==> src/rtl/pcr_params.svh <==
// Offsets, field positions, reset values and pin numbers of the pad block
`ifndef PCR_PARAMS_SVH
`define PCR_PARAMS_SVH

// Register byte addresses on the AXI4-Lite bus
`define PCR_ADDR_PULL_EN   8'h00
`define PCR_ADDR_POLARITY  8'h04
`define PCR_ADDR_OPEN_DR   8'h08
`define PCR_ADDR_ROUTING   8'h0c
`define PCR_ADDR_STATUS    8'h10

// Reset value of every configuration register
`define PCR_RST_CFG        8'h00

// Routing field positions
`define PCR_SCI_HI         7
`define PCR_SCI_LO         6
`define PCR_SPI_BIT        4

// Status field positions
`define PCR_ST_UP_LO       0
`define PCR_ST_DN_LO       8
`define PCR_ST_OE_LO       16
`define PCR_ST_SCI_LO      24

// Local pin numbers of the routed functions
`define PCR_CAN_RX_PIN     0
`define PCR_CAN_TX_PIN     1
`define PCR_SCI_RX_PIN     0
`define PCR_SCI_TX_PIN     1
`define PCR_SPI_MISO_PIN   2
`define PCR_SPI_MOSI_PIN   4
`define PCR_SPI_SCK_PIN    5
`define PCR_SPI_SS_PIN     3

// AXI response codes
`define PCR_RESP_OKAY      2'b00
`define PCR_RESP_SLVERR    2'b10

`endif

==> src/rtl/pcr_pkg.sv <==
// Types shared by the pad configuration and routing block
package pcr_pkg;

  // Routing of the second asynchronous serial interface
  typedef enum logic [1:0] {
    PCR_SCI_PORT_S = 2'b00,
    PCR_SCI_PORT_P = 2'b01,
    PCR_SCI_LOCAL  = 2'b10,
    PCR_SCI_RSVD   = 2'b11
  } pcr_sci_route_t;

  // Register selected by a bus address
  typedef enum logic [2:0] {
    PCR_SEL_PULL_EN  = 3'b000,
    PCR_SEL_POLARITY = 3'b001,
    PCR_SEL_OPEN_DR  = 3'b010,
    PCR_SEL_ROUTING  = 3'b011,
    PCR_SEL_STATUS   = 3'b100,
    PCR_SEL_NONE     = 3'b111
  } pcr_reg_sel_t;

endpackage

==> src/rtl/pcr_pin_router.sv <==
// Selects which function drives each local pin and its direction
`timescale 1ns/1ns
`include "pcr_params.svh"

module pcr_pin_router (
  // Configuration
  input  wire logic [7:0]             direction_bits_i,
  input  wire logic [7:0]             port_data_i,
  input  wire logic [7:0]             routing_control_i,
  // Peripheral requests
  input  wire logic                   can_active_i,
  input  wire logic                   can_tx_i,
  input  wire logic                   sci_enable_i,
  input  wire logic                   sci_txd_i,
  input  wire logic                   spi_enable_i,
  input  wire logic [3:0]             spi_out_i,
  input  wire logic [3:0]             spi_oe_i,
  // Per pin result and routing
  output logic      [7:0]             is_out_o,
  output logic      [7:0]             data_o,
  output logic      [7:0]             block_down_o,
  output pcr_pkg::pcr_sci_route_t     sci_route_o,
  output logic                        spi_local_o
);

  // Priority: CAN over SCI over SPI-free GPIO; SPI owns pins 2-5
  always_comb begin
    sci_route_o  = pcr_pkg::pcr_sci_route_t'(
                     routing_control_i[`PCR_SCI_HI:`PCR_SCI_LO]);
    if (sci_route_o == pcr_pkg::PCR_SCI_RSVD) begin
      sci_route_o = pcr_pkg::PCR_SCI_PORT_S;
    end
    spi_local_o  = routing_control_i[`PCR_SPI_BIT];
    is_out_o     = direction_bits_i;
    data_o       = port_data_i;
    block_down_o = 8'h00;
    if (sci_enable_i && sci_route_o == pcr_pkg::PCR_SCI_LOCAL) begin
      is_out_o[`PCR_SCI_RX_PIN] = 1'b0;
      is_out_o[`PCR_SCI_TX_PIN] = 1'b1;
      data_o[`PCR_SCI_TX_PIN]   = sci_txd_i;
    end
    if (can_active_i) begin
      is_out_o[`PCR_CAN_RX_PIN]     = 1'b0;
      is_out_o[`PCR_CAN_TX_PIN]     = 1'b1;
      data_o[`PCR_CAN_TX_PIN]       = can_tx_i;
      block_down_o[`PCR_CAN_RX_PIN] = 1'b1;
    end
    if (spi_enable_i && spi_local_o) begin
      is_out_o[`PCR_SPI_MISO_PIN] = spi_oe_i[0];
      data_o[`PCR_SPI_MISO_PIN]   = spi_out_i[0];
      is_out_o[`PCR_SPI_MOSI_PIN] = spi_oe_i[1];
      data_o[`PCR_SPI_MOSI_PIN]   = spi_out_i[1];
      is_out_o[`PCR_SPI_SCK_PIN]  = spi_oe_i[2];
      data_o[`PCR_SPI_SCK_PIN]    = spi_out_i[2];
      is_out_o[`PCR_SPI_SS_PIN]   = spi_oe_i[3];
      data_o[`PCR_SPI_SS_PIN]     = spi_out_i[3];
    end
  end

endmodule // pcr_pin_router

==> src/rtl/pcr_pad_cell.sv <==
// Registered pad control of one pin: drive, enable and pull devices
`timescale 1ns/1ns

module pcr_pad_cell (
  // Clock and reset
  input  wire logic clk_i,
  input  wire logic resetn_i,
  input  wire logic ce_i,
  // Function and configuration
  input  wire logic is_out_i,
  input  wire logic data_i,
  input  wire logic pull_en_i,
  input  wire logic pull_dn_sel_i,
  input  wire logic open_drain_i,
  input  wire logic block_down_i,
  // Pad controls
  output logic      pad_o,
  output logic      pad_oe_o,
  output logic      pull_up_o,
  output logic      pull_down_o
);

  logic pad_nxt;
  logic oe_nxt;
  logic up_nxt;
  logic dn_nxt;
  logic pull_on;

  // Output buffer and pull device selection
  always_comb begin
    pull_on = 1'b0;
    pad_nxt = 1'b0;
    oe_nxt  = 1'b0;
    if (is_out_i) begin
      if (open_drain_i) begin
        pad_nxt = 1'b0;
        oe_nxt  = ~data_i;
        pull_on = pull_en_i;
      end else begin
        pad_nxt = data_i;
        oe_nxt  = 1'b1;
      end
    end else begin
      pull_on = pull_en_i;
    end
    up_nxt = pull_on & ~pull_dn_sel_i;
    dn_nxt = pull_on & pull_dn_sel_i & ~block_down_i;
  end

  // Pad control flops
  always_ff @(posedge clk_i or negedge resetn_i) begin
    if (!resetn_i) begin
      pad_o       <= 1'b0;
      pad_oe_o    <= 1'b0;
      pull_up_o   <= 1'b0;
      pull_down_o <= 1'b0;
    end else if (ce_i) begin
      pad_o       <= pad_nxt;
      pad_oe_o    <= oe_nxt;
      pull_up_o   <= up_nxt;
      pull_down_o <= dn_nxt;
    end
  end

  // Checks of pad behaviour
  property p_in_pull;
    @(posedge clk_i) disable iff (!resetn_i)
      ce_i && !is_out_i |=>
        (pull_up_o | pull_down_o) ==
        ($past(pull_en_i) && !($past(pull_dn_sel_i) && $past(block_down_i)));
  endproperty
  a_in_pull: assert property (p_in_pull)
    else $error("pull device does not follow enable on input pin");

  property p_out_pp_no_pull;
    @(posedge clk_i) disable iff (!resetn_i)
      ce_i && is_out_i && !open_drain_i |=> !pull_up_o && !pull_down_o;
  endproperty
  a_out_pp_no_pull: assert property (p_out_pp_no_pull)
    else $error("pull device active on push-pull output");

  property p_polarity;
    @(posedge clk_i) disable iff (!resetn_i)
      ce_i && pull_en_i && !is_out_i && !block_down_i |=>
        pull_down_o == $past(pull_dn_sel_i) &&
        pull_up_o == !$past(pull_dn_sel_i);
  endproperty
  a_polarity: assert property (p_polarity)
    else $error("pull polarity wrong");

  property p_push_pull;
    @(posedge clk_i) disable iff (!resetn_i)
      ce_i && is_out_i && !open_drain_i |=>
        pad_oe_o && pad_o == $past(data_i);
  endproperty
  a_push_pull: assert property (p_push_pull)
    else $error("push-pull output not driven");

  property p_open_drain;
    @(posedge clk_i) disable iff (!resetn_i)
      ce_i && is_out_i && open_drain_i |=>
        !pad_o && (pad_oe_o != $past(data_i));
  endproperty
  a_open_drain: assert property (p_open_drain)
    else $error("open-drain drive wrong");

  property p_input_undriven;
    @(posedge clk_i) disable iff (!resetn_i)
      ce_i && !is_out_i |=> !pad_oe_o;
  endproperty
  a_input_undriven: assert property (p_input_undriven)
    else $error("input pin driven");

endmodule // pcr_pad_cell

==> src/rtl/pcr_port_pad_cfg.sv <==
// Pad configuration and peripheral routing for one 8-bit port
// What this block does
// - Pull-enable bit one turns the pull device on for an input pin.
// - On an output pin the pull enable acts only in open-drain mode.
// - Polarity bit one picks pull-down, zero picks pull-up.
// - With CAN active a pull-down on its receive pin does nothing.
// - Open-drain bit set gives open-drain, clear gives push-pull, any function.
// - Open-drain drives low for zero and leaves the pin free for one.
// - Open-drain bit never affects a pin used as input.
// - Serial routing bits 7:6 pick port S, port P or local pins.
// - Reserved serial routing code 11 acts like the reset routing.
// - Routing bit 4 moves the synchronous serial pins to local 2,4,5,3.
// - Direction one makes the pin an output, zero an input.
//
// Our own choices: the register addresses and the AXI4-Lite register port.
`timescale 1ns/1ns
`include "pcr_params.svh"

module pcr_port_pad_cfg (
  // Clock, reset and enable
  input  wire logic        clk_i,
  input  wire logic        resetn_i,
  input  wire logic        ce_i,
  // AXI4-Lite write address and data
  input  wire logic [7:0]  s_axi_awaddr_i,
  input  wire logic        s_axi_awvalid_i,
  output logic             s_axi_awready_o,
  input  wire logic [31:0] s_axi_wdata_i,
  input  wire logic [3:0]  s_axi_wstrb_i,
  input  wire logic        s_axi_wvalid_i,
  output logic             s_axi_wready_o,
  // AXI4-Lite write response
  output logic [1:0]       s_axi_bresp_o,
  output logic             s_axi_bvalid_o,
  input  wire logic        s_axi_bready_i,
  // AXI4-Lite read
  input  wire logic [7:0]  s_axi_araddr_i,
  input  wire logic        s_axi_arvalid_i,
  output logic             s_axi_arready_o,
  output logic [31:0]      s_axi_rdata_o,
  output logic [1:0]       s_axi_rresp_o,
  output logic             s_axi_rvalid_o,
  input  wire logic        s_axi_rready_i,
  // Port logic outside this block
  input  wire logic [7:0]  direction_bits_i,
  input  wire logic [7:0]  port_data_i,
  // Peripherals
  input  wire logic        can_active_i,
  input  wire logic        can_tx_i,
  input  wire logic        sci_enable_i,
  input  wire logic        sci_txd_i,
  input  wire logic        spi_enable_i,
  input  wire logic [3:0]  spi_out_i,
  input  wire logic [3:0]  spi_oe_i,
  output logic             can_rx_o,
  output logic             sci_rxd_o,
  output logic [3:0]       spi_in_o,
  // Routing seen by the other ports
  output logic [1:0]       sci_route_o,
  output logic             spi_local_o,
  // Pads
  input  wire logic [7:0]  pin_i,
  output logic [7:0]       pin_o,
  output logic [7:0]       pin_oe_o,
  output logic [7:0]       pull_up_o,
  output logic [7:0]       pull_down_o
);

  // Configuration registers
  logic [7:0]  pull_enable_bits_r, pull_enable_bits_nxt;
  logic [7:0]  pull_polarity_bits_r, pull_polarity_bits_nxt;
  logic [7:0]  open_drain_bits_r, open_drain_bits_nxt;
  logic [7:0]  routing_control_r, routing_control_nxt;
  // Bus state
  logic        aw_held_r, aw_held_nxt;
  logic [7:0]  awaddr_r, awaddr_nxt;
  logic        w_held_r, w_held_nxt;
  logic [7:0]  wdata_r, wdata_nxt;
  logic        wlane_r, wlane_nxt;
  logic        awready_nxt, wready_nxt, arready_nxt;
  logic        bvalid_nxt, rvalid_nxt;
  logic [1:0]  bresp_nxt, rresp_nxt;
  logic [31:0] rdata_nxt;
  // Routed peripheral inputs and routing outputs
  logic        can_rx_nxt, sci_rxd_nxt, spi_local_nxt;
  logic [3:0]  spi_in_nxt;
  logic [1:0]  sci_route_nxt;
  // Router results
  logic [7:0]  is_out, pin_data, block_down;
  logic        spi_local;
  pcr_pkg::pcr_sci_route_t sci_route;
  pcr_pkg::pcr_reg_sel_t   wsel, rsel;

  // Address decode
  function automatic pcr_pkg::pcr_reg_sel_t decode(input logic [7:0] a);
    if (a == `PCR_ADDR_PULL_EN) begin
      decode = pcr_pkg::PCR_SEL_PULL_EN;
    end else if (a == `PCR_ADDR_POLARITY) begin
      decode = pcr_pkg::PCR_SEL_POLARITY;
    end else if (a == `PCR_ADDR_OPEN_DR) begin
      decode = pcr_pkg::PCR_SEL_OPEN_DR;
    end else if (a == `PCR_ADDR_ROUTING) begin
      decode = pcr_pkg::PCR_SEL_ROUTING;
    end else if (a == `PCR_ADDR_STATUS) begin
      decode = pcr_pkg::PCR_SEL_STATUS;
    end else begin
      decode = pcr_pkg::PCR_SEL_NONE;
    end
  endfunction

  // Function selection per pin
  pcr_pin_router u_router (
    .direction_bits_i  (direction_bits_i),
    .port_data_i       (port_data_i),
    .routing_control_i (routing_control_r),
    .can_active_i      (can_active_i),
    .can_tx_i          (can_tx_i),
    .sci_enable_i      (sci_enable_i),
    .sci_txd_i         (sci_txd_i),
    .spi_enable_i      (spi_enable_i),
    .spi_out_i         (spi_out_i),
    .spi_oe_i          (spi_oe_i),
    .is_out_o          (is_out),
    .data_o            (pin_data),
    .block_down_o      (block_down),
    .sci_route_o       (sci_route),
    .spi_local_o       (spi_local)
  );

  // One pad cell per pin
  for (genvar g = 0; g < 8; g++) begin : g_pad
    pcr_pad_cell u_pad (
      .clk_i         (clk_i),
      .resetn_i      (resetn_i),
      .ce_i          (ce_i),
      .is_out_i      (is_out[g]),
      .data_i        (pin_data[g]),
      .pull_en_i     (pull_enable_bits_r[g]),
      .pull_dn_sel_i (pull_polarity_bits_r[g]),
      .open_drain_i  (open_drain_bits_r[g]),
      .block_down_i  (block_down[g]),
      .pad_o         (pin_o[g]),
      .pad_oe_o      (pin_oe_o[g]),
      .pull_up_o     (pull_up_o[g]),
      .pull_down_o   (pull_down_o[g])
    );
  end

  // Bus slave and register file next values
  always_comb begin
    pull_enable_bits_nxt   = pull_enable_bits_r;
    pull_polarity_bits_nxt = pull_polarity_bits_r;
    open_drain_bits_nxt    = open_drain_bits_r;
    routing_control_nxt    = routing_control_r;
    aw_held_nxt = aw_held_r;
    awaddr_nxt  = awaddr_r;
    w_held_nxt  = w_held_r;
    wdata_nxt   = wdata_r;
    wlane_nxt   = wlane_r;
    bvalid_nxt  = s_axi_bvalid_o;
    bresp_nxt   = s_axi_bresp_o;
    rvalid_nxt  = s_axi_rvalid_o;
    rdata_nxt   = s_axi_rdata_o;
    rresp_nxt   = s_axi_rresp_o;
    wsel        = decode(awaddr_r);
    rsel        = decode(s_axi_araddr_i);
    // Capture address and data in either order
    if (s_axi_awvalid_i && s_axi_awready_o) begin
      aw_held_nxt = 1'b1;
      awaddr_nxt  = s_axi_awaddr_i;
    end
    if (s_axi_wvalid_i && s_axi_wready_o) begin
      w_held_nxt = 1'b1;
      wdata_nxt  = s_axi_wdata_i[7:0];
      wlane_nxt  = s_axi_wstrb_i[0];
    end
    if (s_axi_bvalid_o && s_axi_bready_i) begin
      bvalid_nxt = 1'b0;
    end
    // Perform the write once both halves are held
    if (aw_held_r && w_held_r && !s_axi_bvalid_o) begin
      aw_held_nxt = 1'b0;
      w_held_nxt  = 1'b0;
      bvalid_nxt  = 1'b1;
      bresp_nxt   = `PCR_RESP_OKAY;
      if (wsel == pcr_pkg::PCR_SEL_PULL_EN) begin
        if (wlane_r) pull_enable_bits_nxt = wdata_r;
      end else if (wsel == pcr_pkg::PCR_SEL_POLARITY) begin
        if (wlane_r) pull_polarity_bits_nxt = wdata_r;
      end else if (wsel == pcr_pkg::PCR_SEL_OPEN_DR) begin
        if (wlane_r) open_drain_bits_nxt = wdata_r;
      end else if (wsel == pcr_pkg::PCR_SEL_ROUTING) begin
        if (wlane_r) routing_control_nxt = wdata_r;
      end else begin
        bresp_nxt = `PCR_RESP_SLVERR;
      end
    end
    // Read answered at the same edge that takes the address
    if (s_axi_rvalid_o && s_axi_rready_i) begin
      rvalid_nxt = 1'b0;
    end
    if (s_axi_arvalid_i && s_axi_arready_o) begin
      rvalid_nxt = 1'b1;
      rresp_nxt  = `PCR_RESP_OKAY;
      rdata_nxt  = 32'h0000_0000;
      if (rsel == pcr_pkg::PCR_SEL_PULL_EN) begin
        rdata_nxt[7:0] = pull_enable_bits_r;
      end else if (rsel == pcr_pkg::PCR_SEL_POLARITY) begin
        rdata_nxt[7:0] = pull_polarity_bits_r;
      end else if (rsel == pcr_pkg::PCR_SEL_OPEN_DR) begin
        rdata_nxt[7:0] = open_drain_bits_r;
      end else if (rsel == pcr_pkg::PCR_SEL_ROUTING) begin
        rdata_nxt[7:0] = routing_control_r;
      end else if (rsel == pcr_pkg::PCR_SEL_STATUS) begin
        rdata_nxt[`PCR_ST_UP_LO +: 8]  = pull_up_o;
        rdata_nxt[`PCR_ST_DN_LO +: 8]  = pull_down_o;
        rdata_nxt[`PCR_ST_OE_LO +: 8]  = pin_oe_o;
        rdata_nxt[`PCR_ST_SCI_LO +: 2] = sci_route_o;
      end else begin
        rresp_nxt = `PCR_RESP_SLVERR;
      end
    end
    awready_nxt = !aw_held_nxt && !bvalid_nxt;
    wready_nxt  = !w_held_nxt && !bvalid_nxt;
    arready_nxt = !rvalid_nxt;
    // Local pins feed routed peripheral inputs
    can_rx_nxt    = pin_i[`PCR_CAN_RX_PIN];
    sci_rxd_nxt   = pin_i[`PCR_SCI_RX_PIN];
    spi_in_nxt    = {pin_i[`PCR_SPI_SS_PIN], pin_i[`PCR_SPI_SCK_PIN],
                     pin_i[`PCR_SPI_MOSI_PIN], pin_i[`PCR_SPI_MISO_PIN]};
    sci_route_nxt = sci_route;
    spi_local_nxt = spi_local;
  end

  // State registers
  always_ff @(posedge clk_i or negedge resetn_i) begin
    if (!resetn_i) begin
      pull_enable_bits_r   <= `PCR_RST_CFG;
      pull_polarity_bits_r <= `PCR_RST_CFG;
      open_drain_bits_r    <= `PCR_RST_CFG;
      routing_control_r    <= `PCR_RST_CFG;
      aw_held_r            <= 1'b0;
      awaddr_r             <= 8'h00;
      w_held_r             <= 1'b0;
      wdata_r              <= 8'h00;
      wlane_r              <= 1'b0;
      s_axi_awready_o      <= 1'b0;
      s_axi_wready_o       <= 1'b0;
      s_axi_bvalid_o       <= 1'b0;
      s_axi_bresp_o        <= `PCR_RESP_OKAY;
      s_axi_arready_o      <= 1'b0;
      s_axi_rvalid_o       <= 1'b0;
      s_axi_rdata_o        <= 32'h0000_0000;
      s_axi_rresp_o        <= `PCR_RESP_OKAY;
      can_rx_o             <= 1'b0;
      sci_rxd_o            <= 1'b0;
      spi_in_o             <= 4'h0;
      sci_route_o          <= 2'h0;
      spi_local_o          <= 1'b0;
    end else if (ce_i) begin
      pull_enable_bits_r   <= pull_enable_bits_nxt;
      pull_polarity_bits_r <= pull_polarity_bits_nxt;
      open_drain_bits_r    <= open_drain_bits_nxt;
      routing_control_r    <= routing_control_nxt;
      aw_held_r            <= aw_held_nxt;
      awaddr_r             <= awaddr_nxt;
      w_held_r             <= w_held_nxt;
      wdata_r              <= wdata_nxt;
      wlane_r              <= wlane_nxt;
      s_axi_awready_o      <= awready_nxt;
      s_axi_wready_o       <= wready_nxt;
      s_axi_bvalid_o       <= bvalid_nxt;
      s_axi_bresp_o        <= bresp_nxt;
      s_axi_arready_o      <= arready_nxt;
      s_axi_rvalid_o       <= rvalid_nxt;
      s_axi_rdata_o        <= rdata_nxt;
      s_axi_rresp_o        <= rresp_nxt;
      can_rx_o             <= can_rx_nxt;
      sci_rxd_o            <= sci_rxd_nxt;
      spi_in_o             <= spi_in_nxt;
      sci_route_o          <= sci_route_nxt;
      spi_local_o          <= spi_local_nxt;
    end
  end

  // Checks of routing, direction and register behaviour
  property p_can_no_pulldown;
    @(posedge clk_i) disable iff (!resetn_i)
      ce_i && can_active_i |=> !pull_down_o[`PCR_CAN_RX_PIN];
  endproperty
  a_can_no_pulldown: assert property (p_can_no_pulldown)
    else $error("pull-down active on CAN receive pin");
  property p_sci_route;
    @(posedge clk_i) disable iff (!resetn_i)
      ce_i && routing_control_r[7:6] != 2'b11 |=>
        sci_route_o == $past(routing_control_r[7:6]);
  endproperty
  a_sci_route: assert property (p_sci_route)
    else $error("serial routing output wrong");
  property p_sci_rsvd;
    @(posedge clk_i) disable iff (!resetn_i)
      ce_i && routing_control_r[7:6] == 2'b11 |=> sci_route_o == 2'b00;
  endproperty
  a_sci_rsvd: assert property (p_sci_rsvd)
    else $error("reserved serial routing not treated as reset value");
  property p_spi_local;
    @(posedge clk_i) disable iff (!resetn_i)
      ce_i && spi_enable_i && routing_control_r[4] && spi_oe_i[1] &&
      !open_drain_bits_r[4] |=>
        spi_local_o && pin_oe_o[4] && pin_o[4] == $past(spi_out_i[1]);
  endproperty
  a_spi_local: assert property (p_spi_local)
    else $error("synchronous serial output not on local pin");
  property p_direction;
    @(posedge clk_i) disable iff (!resetn_i)
      ce_i && !can_active_i && !sci_enable_i && !spi_enable_i &&
      !open_drain_bits_r[7] |=> pin_oe_o[7] == $past(direction_bits_i[7]);
  endproperty
  a_direction: assert property (p_direction)
    else $error("direction bit not applied");
  property p_readback;
    @(posedge clk_i) disable iff (!resetn_i)
      ce_i && aw_held_r && w_held_r && !s_axi_bvalid_o && wlane_r &&
      awaddr_r == `PCR_ADDR_OPEN_DR ##1 ce_i[*2] |->
        open_drain_bits_r == $past(wdata_r, 2);
  endproperty
  a_readback: assert property (p_readback)
    else $error("written value not stored");

  c_open_drain: cover property (@(posedge clk_i) disable iff (!resetn_i)
    pin_oe_o[2] ##1 !pin_oe_o[2] && open_drain_bits_r[2]);
  c_sci_local: cover property (@(posedge clk_i) disable iff (!resetn_i)
    sci_route_o == 2'b10 && sci_enable_i);
  c_rd_status: cover property (@(posedge clk_i) disable iff (!resetn_i)
    s_axi_rvalid_o && s_axi_rready_i && s_axi_rdata_o[23:16] != 8'h00);

endmodule // pcr_port_pad_cfg

==> config.mk <==
export PLATFORM = sky130hd
export DESIGN_NAME = pcr_port_pad_cfg
export DESIGN_NICKNAME = d
export VERILOG_FILES = /design/src/rtl/pcr_pkg.sv /design/src/rtl/pcr_pin_router.sv /design/src/rtl/pcr_pad_cell.sv /design/src/rtl/pcr_port_pad_cfg.sv
export VERILOG_INCLUDE_DIRS = /design/src /design/src/rtl
export SDC_FILE = /design/constraint.sdc
export NUM_CORES = 1
export LEC_CHECK = 0
export BUFFER_PORTS_ARGS = -buffer_cell sky130_fd_sc_hd__buf_2
export CAP_MARGIN = 20
export CORE_ASPECT_RATIO = 1.4
export CORE_MARGIN = 2
export CORE_UTILIZATION = 51
export DETAILED_ROUTE_END_ITERATION = 6
export GPL_TIMING_DRIVEN = 0
export HOLD_SLACK_MARGIN = 0.08
export PLACE_DENSITY_LB_ADDON = 0.08
export REMOVE_ABC_BUFFERS = 1
export SLEW_MARGIN = 20
export SYNTH_ARGS = -nofsm -noshare
export SYNTH_HDL_FRONTEND = slang
export SYNTH_SLANG_ARGS = --single-unit
==> constraint.sdc <==
create_clock -name clk_i -period 2.16 [get_ports clk_i]
set_input_delay 0.216 -clock clk_i [delete_from_list [all_inputs] [get_ports clk_i]]
set_output_delay 0.216 -clock clk_i [all_outputs]
set_load 0.03 [all_outputs]
### After elaboration in Yosys (flattened, before gate mapping)

Index checks and enable logic that the tools add are counted.
W data, S select, Z words.

| storage, ports and cells | value |
|---|---|
| register bits after elaboration | 126 |
| latch bits | 0 |
| bits in writable memories | 0 |
| bits in read-only memories | 0 |
| bits of input ports | 97 |
| output and inout port bits | 82 |
| logic and storage cells | 227 |
| memories kept | 0 |

| operators by class | value |
|---|---|
| add/sub/neg operators | 0 |
| $mul | 0 |
| div/mod/pow operators | 0 |
| magnitude comparators | 0 |
| equality and inequality tests | 17 |
| shifts and indexed selects | 0 |
| mux-type cells | 92 |
| bitwise gates (word level) | 37 |
| reductions and logical operators | 28 |

Operator list:

| cell | number |
|---|---|
| $mux W18 | 4 |
| $mux W1 | 59 |
| $eq A8 B4 Y1 const B | 4 |
| $mux W8 | 4 |
| $mux W2 | 14 |
| $mux W26 | 1 |
| $mux W3 | 8 |
| $not A1 Y1 | 20 |
| $and A1 B1 Y1 | 17 |
| $eq A8 B3 Y1 const B | 2 |
| $eq A8 B5 Y1 const B | 2 |
| $logic_not A8 Y1 | 2 |
| $eq A3 B2 Y1 const B | 4 |
| $logic_and A1 B1 Y1 | 11 |
| $mux W4 | 2 |
| $reduce_and A2 Y1 | 4 |
| $reduce_and A7 Y1 | 1 |
| $eq A3 B1 Y1 const B | 2 |
| $logic_not A3 Y1 | 2 |
| $reduce_and A6 Y1 | 1 |
| $logic_not A1 Y1 | 5 |
| $reduce_and A5 Y1 | 1 |
| $eq A2 B2 Y1 const B | 2 |
| $reduce_and A4 Y1 | 1 |
| $eq A3 B3 Y1 const B | 1 |

### Logic depth before layout (Yosys ltp)

| depth | value |
|---|---|
| depth after elaboration | 12 |
| mapped depth | 6 |
| gate-level depth less buffers | 4 |

### Hierarchy

Synthesis repeated with hierarchy kept, for this count alone.

| unflattened totals | value |
|---|---|
| cell total of the unflattened synthesis | 432 |
| area, all modules | 5605.4 um^2 |

Modules (own cells, without submodules):

| module | times used | cells an instance | area an instance (um^2) |
|---|---|---|---|
| pcr_port_pad_cfg | 1 | 289 | 3932.5 |
| pcr_pad_cell | 8 | 14 | 176.4 |
| pcr_pin_router | 1 | 31 | 261.5 |

### Least setup slack after synthesis

OpenSTA, ideal clock, no wires.

| path | value |
|---|---|
| path type | register to register |
| from | register s_axi_bvalid_o |
| to | register routing_control_r[0] |
| setup time | 0.125 ns |
| data arrival time | 1.810 ns |
| data required time | 2.035 ns |
| setup slack | 0.225 ns |
| stages on the path, launching flop included | 6 |
| period minus slack after synthesis | 1.935 ns |
| cells stage by stage | dfrtp_1 -> and4b_4 -> nand4_4 -> or3_1 -> buf_6 -> mux2_4 |

| on the way | value |
|---|---|
| longest elaborated chain between the ends | 3 |

RTL lines:

| what | RTL line | source |
|---|---|---|
| start, declared | pcr_port_pad_cfg.sv:34 | `output logic s_axi_bvalid_o,` |
| start signal, assigned | pcr_port_pad_cfg.sv:272 | `s_axi_bvalid_o <= bvalid_nxt;` |
| $logic_not A1 Y1 | pcr_port_pad_cfg.sv:181 | `if (aw_held_r && w_held_r && !s_axi_bvalid_o) begin` |
| $logic_and A1 B1 Y1 | pcr_port_pad_cfg.sv:181 |  |
| $reduce_and A7 Y1 (no line) | -- |  |
| end signal, assigned | pcr_port_pad_cfg.sv:241 | `` routing_control_r <= `PCR_RST_CFG; `` |
| end signal, assigned | pcr_port_pad_cfg.sv:264 | `routing_control_r <= routing_control_nxt;` |
| end, declared | pcr_port_pad_cfg.sv:73 | `logic [7:0] routing_control_r, routing_control_nxt;` |

No other way between the ends.
A chain may end at the register's enable or synchronous reset.

### Final worst setup path

| path | value |
|---|---|
| from | register s_axi_bvalid_o |
| to | register open_drain_bits_r[3] |

| on the way | value |
|---|---|
| longest elaborated chain between the ends | 3 |

RTL lines:

| what | RTL line | source |
|---|---|---|
| $logic_not A1 Y1 | pcr_port_pad_cfg.sv:181 |  |
| $logic_and A1 B1 Y1 | pcr_port_pad_cfg.sv:181 |  |
| $reduce_and A6 Y1 (no line) | -- |  |
| end signal, assigned | pcr_port_pad_cfg.sv:240 | `` open_drain_bits_r <= `PCR_RST_CFG; `` |
| end signal, assigned | pcr_port_pad_cfg.sv:263 | `open_drain_bits_r <= open_drain_bits_nxt;` |
| end, declared | pcr_port_pad_cfg.sv:72 | `logic [7:0] open_drain_bits_r, open_drain_bits_nxt;` |

No other way between the ends.

==> results.md <==
* Worst r2r dst: open_drain_bits_r[3]
* Flops & latches, synth at 124
* FF/Latch Area at 0.003103 mm^2
* Clock Skew at 7.394 ps
* Leak pwr at 3.600 nW
* Largest net degree at the start of global routing at 82
* R2r setup slk at -60 ps
* Cell taking the most area after synthesis: dfrtp_1
* Clk sinks at 124
* Startpoint Class: flop
* # IOs at 179
* Wire length on met2 at 6767 um
* Post-CTS setup buffers at 0
* PD cells at 956.5 mW/mm^2
* Synth warn at 0
* TritonCTS Buffers at 17
* Vias in the first global route at 4170
* Met3 routed WL at 880 um
* Area of the mapped netlist at 0.005685 mm^2
* # H-tree levels at 4
* Synth top cells by count: dfrtp_1 (124), mux2_2 (52), buf_4 (42)
* Worst setup EP type: flop
* Ys flop type: dfrtp_1
* Number of DRC markers in iteration 0 at 220
* Max-Cap Viols at 0
* Num rows at 45
* Clock-pin slew on the worst setup and hold paths at 50 ps
* Status: finished with violations
* Setup-failing EPs final at 16
* Die Ht at 128.9 um
* ANT nets after route at 0
* Worst min-delay path endpoint: s_axi_awready_o
* WL per Instance at 18.02 um
* Gr usage total at 0.2400
* Top cell type's share of synthesized area at 0.5458
* RD Place Congestion at 0.7605
* Multi-input gate area at 0.002148 mm^2
* Starting Density at 0.5232
* FF-to-FF path depth at 4
* Post-Syn Instances at 473
* Highest ir drop seen on vdd at 0.6238 mV
* GRT Residual Overflow at 0
* Final HPWL from detailed placement at 8718 um
* Utilization after layout at 0.6596
* DRT Pass-1 Iters at 4
* Syn avg cell area at 12.02 um^2
* CP Max Fanout at 8
* Topmost layer with routed signal wires: met4
* Final #Nets at 705
* Async S/R FF share, synth at 1.000
* Most instantiated library cell after synthesis: dfrtp_1
* Final worst setup slack at -63.08 ps
* Clk buf depth at 2
* WP data required at 2450 ps
* Finished Layout Cells at 761
* Crit path time final at 2223 ps
* Initial antenna violation count at 0
* R2R Path Start: s_axi_bvalid_o
* DIE AREA at 0.01202 mm^2
* Setup CP Type: reg2reg
* Setup TNS at -900.0 ps
* Vias per cell at 5.566
* Die W at 93.24 um
* Worst hold path depth at 3
* Met1 Wirelength at 5768 um
* Root Driver: clkbuf_16
* TritonCTS clock tree: done
* First-pass GRT wire length at 21700 um
* Fillers at 876
* Max Clock Freq at 449.8 MHz
* Final hold vios at 0
* Core region area at 0.01087 mm^2
* Routed WL at 13710 um
* Failing checks: negative setup slack
* Worst-margin pin slew at 923.7 ps
* Area Overhead vs Synth at 26.08%
* Arr. time, crit path at 2510 ps
* Hold Path Origin: s_axi_awvalid_i
* Worst relative slew slack at 0.3808
* Max-slew violations at 0
* Antenna cells at 0
* Distinct cell type count after synthesis at 49
* Register area share after synthesis at 0.5458
* Final worst path period share at 1.029
* Worst hold path class: in2reg
* EDFF count, synth at 0
* DRC Markers at 0
* Most area-consuming cells after synthesis: dfrtp_1 (55%), mux2_2 (10%), buf_4 (5.5%)
* RSZ-0062 raised after global routing: true
* Clock Latency Late Sink at 410 ps
* Share of cells above drive strength 1 at 0.3855
* Vias at 4236
* Inst Count DP at 701
* IO Port Bufs at 140
## sequential cells by signal (all words and copies together) (netlist names), 2 cells and up
name / cells
g_pad.u_pad.pad_o: 8
spi_in_o: 4
open_drain_bits_r: 8
g_pad.u_pad.pull_up_o: 8
routing_control_r: 8
g_pad.u_pad.pull_down_o: 8
awaddr_r: 8
s_axi_rdata_o: 26
sci_route_o: 2
g_pad.u_pad.pad_oe_o: 8
pull_polarity_bits_r: 8
wdata_r: 8
pull_enable_bits_r: 8
## routing by layer
layer  track usage  up-vias
met2        0.3821      159
met4       0.09170        0
met1        0.3130     2111
met3       0.06792       21
li1              -     1945
met5             0        -
## per-stage QoR
step / hold slack, ps / total power, W / setup WS [ps] / instance area (um^2)
detailed placement: 168.5 / 0.003926 / -1034 / 6254
global placement: 447.9 / 0.003863 / -1255 / 6187
global route: 155.8 / 0.007161 / -184.9 / 7168
finish: 142.7 / 0.006857 / -63.08 / 7168
floorplan: -79.59 / 0.003523 / 138.9 / 5310
CTS: 127.3 / 0.006922 / -66.74 / 7168
## worst max path at each step
stage / cells after the start / startpoint / to / slack (ps)
CTS: 4 / s_axi_bvalid_o / open_drain_bits_r[1] / -70
detailed placement: 4 / ce_i / g_pad[1].u_pad.pad_oe_o / -1030
global placement: 5 / ce_i / s_axi_rdata_o[7] / -1250
finish: 4 / s_axi_bvalid_o / open_drain_bits_r[3] / -60
global route: 4 / awaddr_r[7] / open_drain_bits_r[3] / -180
floorplan: 4 / s_axi_bvalid_o / routing_control_r[0] / 140
## final cells by class
| class | instances | area share |
|---|---|---|
| sequential | 124 | 0.4329 |
| multi-input combinational | 275 | 0.2997 |
| timing repair buffer | 171 | 0.1471 |
| clock buffer | 25 | 0.07052 |
| tap | 141 | 0.02461 |
| clock inverter | 6 | 0.01501 |
| inverter | 19 | 0.01012 |
## placed cells by master, fill, tap and decap left out, types with 4 or more instances in the layout
cell type,synthesis,layout
a211oi_1,7,7
a21o_1,6,6
a21oi_1,18,18
a221o_1,5,5
a22o_1,19,19
a31oi_1,4,4
and3_1,6,6
buf_2,3,138
clkbuf_16,0,17
clkbuf_8,0,5
conb_1,1,8
dfrtp_1,124,124
dlygate4sd3_1,0,29
inv_1,18,18
mux2_2,52,52
mux2_4,8,8
mux2i_1,13,13
nand2_1,34,34
nand3_1,8,7
nor2_1,7,7
nor3_1,4,4
o21ai_0,11,11
o22ai_1,5,5
o2bb2ai_1,10,10
o31ai_1,9,9
o32ai_1,6,6
## worst max-delay path, cell delays in order (launching register included)
cell	delay (ps)
dfrtp_1	400
and4b_4	390
nand4_4	160
nor3_2	730
mux2_2	410
## what timing repair did
item	4_1_cts	5_1_grt
pin swaps	0	0
resized for setup	4	0
hold endpoints to repair	71	0
setup endpoints to repair	75	24
hold buffers	29	0
## report_power, final
part / switching [W] / internal [W] / leakage [nW] / total (W)
combinational: 0.000573 / 0.000444 / 1.66 / 0.00102
sequential: 0.000292 / 0.00263 / 1.64 / 0.00292
clock: 0.000964 / 0.00196 / 0.299 / 0.00292
total: 0.00183 / 0.00503 / 3.60 / 0.00686
## cell families after synthesis
logic type             Yosys count  share of synthesized area
multiplexers                    73                     0.1470
buffers and inverters           81                    0.08318
AND/OR/NAND/NOR                 85                    0.08319
AO/OA/AOI/OAI                  109                     0.1402
other                            1                  0.0006596
flip-flops                     124                     0.5458
Power figures use the tool's default switching activity.
